## src/common/pced_regs.svh

```systemverilog
`ifndef PCED_REGS_SVH
`define PCED_REGS_SVH

// register offsets on the plain register port
`define PCED_ADDR_W          4
`define PCED_OFS_PA_RISE     4'h0
`define PCED_OFS_PA_FALL     4'h1
`define PCED_OFS_PA_FLAGS    4'h2
`define PCED_OFS_PB_RISE     4'h3
`define PCED_OFS_PB_FALL     4'h4
`define PCED_OFS_PB_FLAGS    4'h5
`define PCED_OFS_CTRL        4'h6
`define PCED_OFS_IRQ_STATUS  4'h7
`define PCED_OFS_IRQ_MASK    4'h8

// implemented bit masks
`define PCED_PA_MASK         8'h3f
`define PCED_PB_MASK         8'hf0
`define PCED_PA_LSB          0
`define PCED_PA_MSB          5
`define PCED_PB_LSB          4
`define PCED_PB_MSB          7

// control and interrupt fields
`define PCED_CTRL_MIE_BIT    0
`define PCED_IRQ_PA_BIT      0
`define PCED_IRQ_PB_BIT      1
`define PCED_IRQ_MASK        8'h03

`define PCED_RESET_VAL       8'h00

`endif

```

## src/common/pced_pkg.sv

```systemverilog
package pced_pkg;
    typedef logic [7:0] pced_byte_t;
    typedef logic [3:0] pced_addr_t;
endpackage

```

## src/pced_top.sv

```systemverilog
// How it works
// - port A rising enables at bits 5..0
// - port A falling enables at bits 5..0
// - enabled port A edge sets its flag
// - flag-setting edge also sets shared flag
// - flags read back their state; software writes zero clears
// - port A bits 7..6 read zero
// - port B rising enables at bits 7..4
// - port B falling enables at bits 7..4
// - enabled port B edge sets its flag
// - port B bits 3..0 read zero
// - all enables and flags reset to zero
// - flags software writable, hardware settable too
// - port B slice removable by parameter
// - detection continues with master enable clear
// - edge during clear leaves flag set
// - shared flag is OR of all flags
//
// Local design decisions: the register offsets and strobed register access.
`timescale 1ns/1ps
`include "pced_regs.svh"

// one pin: synchroniser, previous sample and armed edge compare
module pced_pin_cell #(
    parameter int SYNC_STAGES = 2
) (
    input  wire logic clk_i,
    input  wire logic arst_n_i,
    input  wire logic pin_i,
    input  wire logic rise_en_i,
    input  wire logic fall_en_i,
    output logic      hit_o
);
    logic [SYNC_STAGES-1:0] sync;
    logic                   prev;
    logic                   level;
    logic                   rose;
    logic                   fell;

    // fewer than two stages would compare a possibly unsettled sample
    if (SYNC_STAGES < 2)
    begin : g_bad_depth
        $error("SYNC_STAGES must be at least 2");
    end

    always_ff @(posedge clk_i or negedge arst_n_i)
    begin
        if (!arst_n_i)
        begin
            sync <= {SYNC_STAGES{1'b0}};
            prev <= 1'b0;
        end
        else
        begin
            sync <= {sync[SYNC_STAGES-2:0], pin_i};
            prev <= sync[SYNC_STAGES-1];
        end
    end

    // only the last stage is compared; earlier stages may still be settling
    assign level = sync[SYNC_STAGES-1];
    assign rose  = level & ~prev;
    assign fell  = ~level & prev;
    assign hit_o = (rose & rise_en_i) | (fell & fall_en_i);
endmodule // pced_pin_cell

module pced_top #(
    parameter bit HAS_PORT_B = 1'b1
) (
    input  wire logic             clk_i,
    input  wire logic             arst_n_i,
    input  wire logic [5:0]       port_a_pin_i,
    input  wire logic [7:4]       port_b_pin_i,
    input  wire pced_pkg::pced_addr_t addr_i,
    input  wire pced_pkg::pced_byte_t wdata_i,
    input  wire logic             wr_i,
    input  wire logic             rd_i,
    output logic [7:0]            rdata_o,
    output logic                  shared_change_flag_o,
    output logic                  irq_o
);
    import pced_pkg::*;

    // the slices must match the pin ports they are fed from
    if (`PCED_PA_MSB - `PCED_PA_LSB + 1 != $bits(port_a_pin_i))
    begin : g_bad_port_a
        $error("port A slice does not match its pins");
    end
    if (`PCED_PB_MSB - `PCED_PB_LSB + 1 != $bits(port_b_pin_i))
    begin : g_bad_port_b
        $error("port B slice does not match its pins");
    end

    // absent port B pins are tied off and never produce an edge
    pced_byte_t impl_b;
    pced_byte_t edge_a;
    pced_byte_t edge_b;

    assign impl_b = HAS_PORT_B ? `PCED_PB_MASK : 8'h00;

    // software-visible registers
    pced_byte_t porta_rise_enable;
    pced_byte_t porta_fall_enable;
    pced_byte_t porta_change_flags;
    pced_byte_t portb_rise_enable;
    pced_byte_t portb_fall_enable;
    pced_byte_t portb_change_flags;
    logic       change_interrupt_master_enable;
    logic [1:0] irq_status;
    logic [1:0] irq_mask;
    pced_byte_t next_porta_change_flags;
    pced_byte_t next_portb_change_flags;
    logic [1:0] next_status;
    logic       next_master_enable;
    logic [1:0] next_irq_mask;
    logic       next_irq;

    // one cell per implemented pin
    for (genvar i = `PCED_PA_LSB; i <= `PCED_PA_MSB; i++)
    begin : g_pin_a
        pced_pin_cell u_cell (
            .clk_i     (clk_i),
            .arst_n_i  (arst_n_i),
            .pin_i     (port_a_pin_i[i]),
            .rise_en_i (porta_rise_enable[i]),
            .fall_en_i (porta_fall_enable[i]),
            .hit_o     (edge_a[i])
        );
    end
    assign edge_a[7:6] = 2'b00;

    if (HAS_PORT_B)
    begin : g_port_b
        for (genvar j = `PCED_PB_LSB; j <= `PCED_PB_MSB; j++)
        begin : g_pin_b
            pced_pin_cell u_cell (
                .clk_i     (clk_i),
                .arst_n_i  (arst_n_i),
                .pin_i     (port_b_pin_i[j]),
                .rise_en_i (portb_rise_enable[j]),
                .fall_en_i (portb_fall_enable[j]),
                .hit_o     (edge_b[j])
            );
        end
    end
    else
    begin : g_no_port_b
        assign edge_b[7:4] = 4'h0;
    end
    assign edge_b[3:0] = 4'h0;

    logic wr_pa_r;
    logic wr_pa_f;
    logic wr_pa_x;
    logic wr_pb_r;
    logic wr_pb_f;
    logic wr_pb_x;
    logic wr_ctl;
    logic wr_ist;
    logic wr_imk;

    // one write select per register; unmapped offsets select nothing
    always_comb
    begin
        wr_pa_r = 1'b0;
        wr_pa_f = 1'b0;
        wr_pa_x = 1'b0;
        wr_pb_r = 1'b0;
        wr_pb_f = 1'b0;
        wr_pb_x = 1'b0;
        wr_ctl  = 1'b0;
        wr_ist  = 1'b0;
        wr_imk  = 1'b0;
        if (wr_i)
        begin
            case (addr_i)
                `PCED_OFS_PA_RISE:    wr_pa_r = 1'b1;
                `PCED_OFS_PA_FALL:    wr_pa_f = 1'b1;
                `PCED_OFS_PA_FLAGS:   wr_pa_x = 1'b1;
                `PCED_OFS_PB_RISE:    wr_pb_r = 1'b1;
                `PCED_OFS_PB_FALL:    wr_pb_f = 1'b1;
                `PCED_OFS_PB_FLAGS:   wr_pb_x = 1'b1;
                `PCED_OFS_CTRL:       wr_ctl  = 1'b1;
                `PCED_OFS_IRQ_STATUS: wr_ist  = 1'b1;
                `PCED_OFS_IRQ_MASK:   wr_imk  = 1'b1;
                default:              wr_pa_r = 1'b0;
            endcase
        end
    end

    // port A enables; the upper two bits do not exist
    always_ff @(posedge clk_i or negedge arst_n_i)
    begin
        if (!arst_n_i)
        begin
            porta_rise_enable <= `PCED_RESET_VAL;
            porta_fall_enable <= `PCED_RESET_VAL;
        end
        else
        begin
            if (wr_pa_r)
                porta_rise_enable <= wdata_i & `PCED_PA_MASK;
            if (wr_pa_f)
                porta_fall_enable <= wdata_i & `PCED_PA_MASK;
        end
    end

    // port B enables; the lower four bits do not exist
    always_ff @(posedge clk_i or negedge arst_n_i)
    begin
        if (!arst_n_i)
        begin
            portb_rise_enable <= `PCED_RESET_VAL;
            portb_fall_enable <= `PCED_RESET_VAL;
        end
        else
        begin
            if (wr_pb_r)
                portb_rise_enable <= wdata_i & impl_b;
            if (wr_pb_f)
                portb_fall_enable <= wdata_i & impl_b;
        end
    end

    // master enable only withholds the interrupt request
    always_ff @(posedge clk_i or negedge arst_n_i)
    begin
        if (!arst_n_i)
            change_interrupt_master_enable <= 1'b0;
        else
            change_interrupt_master_enable <= next_master_enable;
    end

    // flag next values; a detected edge wins over a clear in the same cycle
    always_comb
    begin
        next_porta_change_flags = porta_change_flags;
        next_portb_change_flags = portb_change_flags;
        if (wr_pa_x)
            next_porta_change_flags = wdata_i;
        if (wr_pb_x)
            next_portb_change_flags = wdata_i;
        next_porta_change_flags = (next_porta_change_flags & `PCED_PA_MASK)
                                | edge_a;
        next_portb_change_flags = (next_portb_change_flags & impl_b)
                                | edge_b;
    end

    // interrupt side: sticky status with set winning, mask, master enable
    always_comb
    begin
        next_status        = irq_status & ~({2{wr_ist}} & wdata_i[1:0]);
        next_master_enable = change_interrupt_master_enable;
        next_irq_mask      = irq_mask;
        if (wr_ctl)
            next_master_enable = wdata_i[`PCED_CTRL_MIE_BIT];
        if (wr_imk)
            next_irq_mask = wdata_i[1:0];
        next_status[`PCED_IRQ_PA_BIT] = next_status[`PCED_IRQ_PA_BIT] | (|edge_a);
        next_status[`PCED_IRQ_PB_BIT] = next_status[`PCED_IRQ_PB_BIT] | (|edge_b);
        next_irq = next_master_enable & (|(next_status & next_irq_mask));
    end

    // port A flags
    always_ff @(posedge clk_i or negedge arst_n_i)
    begin
        if (!arst_n_i)
            porta_change_flags <= `PCED_RESET_VAL;
        else
            porta_change_flags <= next_porta_change_flags;
    end

    // port B flags
    always_ff @(posedge clk_i or negedge arst_n_i)
    begin
        if (!arst_n_i)
            portb_change_flags <= `PCED_RESET_VAL;
        else
            portb_change_flags <= next_portb_change_flags;
    end

    // shared flag: registered OR of every per-pin flag, so it never lags them
    always_ff @(posedge clk_i or negedge arst_n_i)
    begin
        if (!arst_n_i)
            shared_change_flag_o <= 1'b0;
        else
            shared_change_flag_o <= |(next_porta_change_flags
                                      | next_portb_change_flags);
    end

    // sticky event status, write one to clear; set wins
    always_ff @(posedge clk_i or negedge arst_n_i)
    begin
        if (!arst_n_i)
            irq_status <= 2'b00;
        else
            irq_status <= next_status;
    end

    // interrupt mask, same layout as the status
    always_ff @(posedge clk_i or negedge arst_n_i)
    begin
        if (!arst_n_i)
            irq_mask <= 2'b00;
        else
            irq_mask <= next_irq_mask;
    end

    // interrupt withheld without master enable; detection itself unaffected
    always_ff @(posedge clk_i or negedge arst_n_i)
    begin
        if (!arst_n_i)
            irq_o <= 1'b0;
        else
            irq_o <= next_irq;
    end

    // read data one cycle after read strobe, zero otherwise
    pced_byte_t rd_mux;
    always_comb
    begin
        case (addr_i)
            `PCED_OFS_PA_RISE:   rd_mux = porta_rise_enable;
            `PCED_OFS_PA_FALL:   rd_mux = porta_fall_enable;
            `PCED_OFS_PA_FLAGS:  rd_mux = porta_change_flags;
            `PCED_OFS_PB_RISE:   rd_mux = portb_rise_enable;
            `PCED_OFS_PB_FALL:   rd_mux = portb_fall_enable;
            `PCED_OFS_PB_FLAGS:  rd_mux = portb_change_flags;
            `PCED_OFS_CTRL:      rd_mux = {7'h00, change_interrupt_master_enable};
            `PCED_OFS_IRQ_STATUS: rd_mux = {6'h00, irq_status};
            `PCED_OFS_IRQ_MASK:  rd_mux = {6'h00, irq_mask};
            default:             rd_mux = 8'h00;
        endcase
    end

    always_ff @(posedge clk_i or negedge arst_n_i)
    begin
        if (!arst_n_i)
            rdata_o <= 8'h00;
        else
            rdata_o <= rd_i ? rd_mux : 8'h00;
    end

endmodule // pced_top

```

## config.mk

```make
export PLATFORM = sky130hd
export DESIGN_NAME = pced_top
export DESIGN_NICKNAME = d
export VERILOG_FILES = /design/src/common/pced_pkg.sv /design/src/pced_top.sv
export VERILOG_INCLUDE_DIRS = /design/src /design/src/common
export SDC_FILE = /design/constraint.sdc
export NUM_CORES = 1
export LEC_CHECK = 0
export ABC_AREA = 1
export BUFFER_PORTS_ARGS = -buffer_cell sky130_fd_sc_hd__buf_4
export CAP_MARGIN = 20
export CORE_ASPECT_RATIO = 1.25
export CORE_MARGIN = 2
export CORE_UTILIZATION = 32
export DETAILED_ROUTE_END_ITERATION = 10
export PLACE_DENSITY = 0.54
export SLEW_MARGIN = 25
export SYNTH_ARGS = -nofsm -noshare
export SYNTH_HDL_FRONTEND = slang
export SYNTH_SLANG_ARGS = --single-unit
```

## constraint.sdc

```tcl
create_clock -name clk_i -period 2.1 [get_ports clk_i]
set_clock_uncertainty 0.1 [all_clocks]
set_input_delay 0.105 -clock clk_i [delete_from_list [all_inputs] [get_ports clk_i]]
set_output_delay 0.105 -clock clk_i [all_outputs]
set_load 0.005 [all_outputs]
```

==> run_results.csv <==
group,metric,value,unit
layout,area_growth,28.5,%
timing,min_period,1.39,ns
worst_setup_path,crit_path_end,"irq_o",
logic_synthesis,yosysSeqAreaShare,0.617,
worst_setup_path,critPathRequiredTime,2.21,ns
timing,worst_slew_pin_slew,0.647,ns
status,status,"complete, no violations",
clocking,cts_setup_buffers,0,
timing,fin_setup_tns,0,ns
global_routing,grt_max_degree,49,
timing,whs,0.00299,ns
power,pwr-share-clk,0.397,
global_routing,grt_pass1_vias,2413,
worst_setup_path,worst-path-stages,7,
worst_setup_path,crit_arrival,1.49,ns
layout,layout_commonest_cell,"nand2_1",
routing,drt-initial-drc-count,141,
worst_setup_path,rr_endpoint,"irq_o",
place,io_buffers,35,
logic_synthesis,syn-cell-area,3040,µm²
logic_synthesis,synth_cells,347,
routing,wl_per_cell,12.7,µm
layout,layout-drive-gt1-share,0.147,
global_routing,grt_overflow,0,
clocking,cts-root-buf,"clkbuf_16",
routing,viasPerCell,4.46,
routing,vias,2394,
clocking,clock_path_buffers,2,
power,p_switching,858,µW
clocking,numCtsBuffers,9,
routing,drtPass1Iterations,4,
clocking,clkSinkCount,75,
layout,fin_util,0.426,
logic_synthesis,synth_top_area_share,0.617,
worst_setup_path,crit_path_top_delay_cell,"dfrtp_1",
worst_setup_path,cp_common_cell,"nand2_1",
power,vdd_drop_max,0.000387,V
job,max-cap-violations,0,
die,ios,36,
worst_setup_path,r2r-start,"g_port_b.g_pin_b[5].u_cell.sync[1]",
die,dieArea,10300,µm²
power,switching_share,0.250,
timing,rsz0062_at_grt,"no",
worst_setup_path,cp_top_family,"simple AND/OR/NAND/NOR gates",
logic_synthesis,syn_avg_cell_area,8.76,µm²
power,p_leak,0.00197,µW
timing,clock.fmax,0.721,GHz
layout,final_cell_mix,"130 x nand2_1, 75 x dfrtp_1, 45 x inv_1, 38 x buf_4, 29 x o21ai_0",
power,seqPwrFrac,0.491,
worst_setup_path,cp.buffers_inverters,0,
worst_setup_path,rrSetupSlack,0.71,ns
logic_synthesis,synth_nets,373,
power,p_int,2580,µW
routing,drcViolationCount,0,
die,row_count,39,
layout,diodes,0,
timing,hold_violations,0,
logic_synthesis,synth-warning-count,0,
worst_setup_path,critPathMaxFanout,3,
worst_setup_path,cp-end-kind,"flip-flop",
timing,setup_viol,0,
logic_synthesis,ys_top_cells_by_area,"dfrtp_1 62%, nand2_1 16%, inv_1 5.6%",
routing,ant_nets,0,
clocking,cts_max_level,3,
clocking,cts_resized,0,
timing,period_share,0.660,
timing,drv_slew,0,
global_routing,grt_pass1_wl,11.7,mm
worst_setup_path,crit_chain,"a21o_1 -> nand2_1 -> nand2_1 -> nor2_1 -> nand2_1 -> nand2_1 -> a21oi_1",
worst_setup_path,r2r_cells,7,
timing,relSlewSlack,0.569,
min_path,holdPathStages,3,
die,start_util,0.331,
worst_setup_path,crit_type,"reg2reg",
place,dp_hpwl,4.84,mm
routing,drt-total-wl,6.82,mm
power,p_per_area,880,nW/µm²
min_path,worst_hold_path_type,"in2reg",
clocking,path_clk_slew,0.05,ns
die,coreArea,9170,µm²
worst_setup_path,max_stage_delay,0.38,ns
worst_setup_path,critPathLaunch,"g_port_b.g_pin_b[5].u_cell.sync[1]",
logic_synthesis,synth_cell_types,18,
worst_setup_path,start_kind,"flip-flop",
logic_synthesis,synth_top_area_cell,"dfrtp_1",
logic_synthesis,synth_seq_cells,75,
layout,fin_nets,436,
die,die_w,91.2,µm
die,die_h,113,µm
power,comb_power_share,0.112,
clocking,cts_tree,"built",
global_routing,antenna_found_initial,0,
place,gp_congestion,0.804,
clocking,insertion_delay,0.33,ns
global_routing,grt_use_total,0.151,
-- cell families after synthesis --
group,Yosys count,synth area share
AO/OA/AOI/OAI,38,0.0658
buffers and inverters,48,0.0605
flip-flops,75,0.617
AND/OR/NAND/NOR,186,0.256
-- flip-flops by register name, summed over array words and instances (netlist names) --
signal / flops
shared_change_flag_o: 1
porta_change_flags: 6
porta_fall_enable: 6
portb_rise_enable: 4
portb_fall_enable: 4
irq_status: 2
change_interrupt_master_enable: 1
irq_o: 1
g_pin_a.u_cell.sync: 12
porta_rise_enable: 6
g_port_b.g_pin_b.u_cell.prev: 4
rdata_o: 8
irq_mask: 2
g_port_b.g_pin_b.u_cell.sync: 8
portb_change_flags: 4
g_pin_a.u_cell.prev: 6
-- synthesized netlist by cell type --
cell,n
nor2_2,3
buf_2,3
nand2_2,1
o211ai_1,3
inv_1,45
nand2_4,1
nand3_2,1
nand2_1,130
a21oi_1,3
nor2_1,24
nor2_4,3
nor3_1,1
a21o_1,1
nand3_1,17
nand4_1,5
o21ai_1,2
dfrtp_1,75
o21ai_0,29
-- final cells by class --
type                            instances  area [µm²]
Fill cell                             941        5270
Tap cell                              123         154
Clock buffer                           12         246
Sequential cell                        75        1880
Multi-Input combinational cell        224         980
Timing Repair Buffer                   55         465
Clock inverter                          3        15.0
Inverter                               45         169
-- worst register-to-register path: cells and delay by family (launching register included) --
family             cells  cell delay, ns
AOI/OAI and AO/OA      2            0.25
and+or+nand+nor        5            0.54
DFF                    1            0.38
-- metrics by stage --
stage | instances | instance area, µm² | total power (µW) | setup WS, ns
after floorplan | 347 | 3040 | 1900 | 0.897
after global placement | 506 | 3480 | 2070 | 0.583
after detailed placement | 506 | 3480 | 2080 | 0.571
after CTS | 537 | 3910 | 3490 | 0.706
after global routing | 537 | 3910 | 3640 | 0.636
final | 537 | 3910 | 3440 | 0.714
-- timing repair --
item,CTS,global route
endpoints found under the setup margin,0,0
endpoints found under the hold margin,70,0
hold buffers,16,0
-- per-layer routing --
metal,part of all wire,track usage
met1,0.43,0.182
met2,0.50,0.244
met3,0.050,0.0439
met4,0.018,0.0788
met5,0,0
-- power groups by stage --
stage | Combinational [µW] | Clock, µW | Sequential, µW
floorplan | 210 | 0 | 1690
global placement | 361 | 0 | 1710
detailed placement | 368 | 0 | 1710
CTS | 394 | 1410 | 1690
global route | 451 | 1480 | 1710
finish | 385 | 1360 | 1690
-- worst min-delay path by stage --
stage	startpoint	end	slack, ns
floorplan	arst_n_i	change_interrupt_master_enable	-0.29
global placement	arst_n_i	g_pin_a[3].u_cell.sync[1]	0.08
detailed placement	arst_n_i	porta_change_flags[1]	0.08
CTS	wdata_i[0]	change_interrupt_master_enable	0.002
global route	wdata_i[1]	porta_change_flags[1]	0.03
finish	wdata_i[0]	change_interrupt_master_enable	0.003
(Power assumes the default switching activity.)
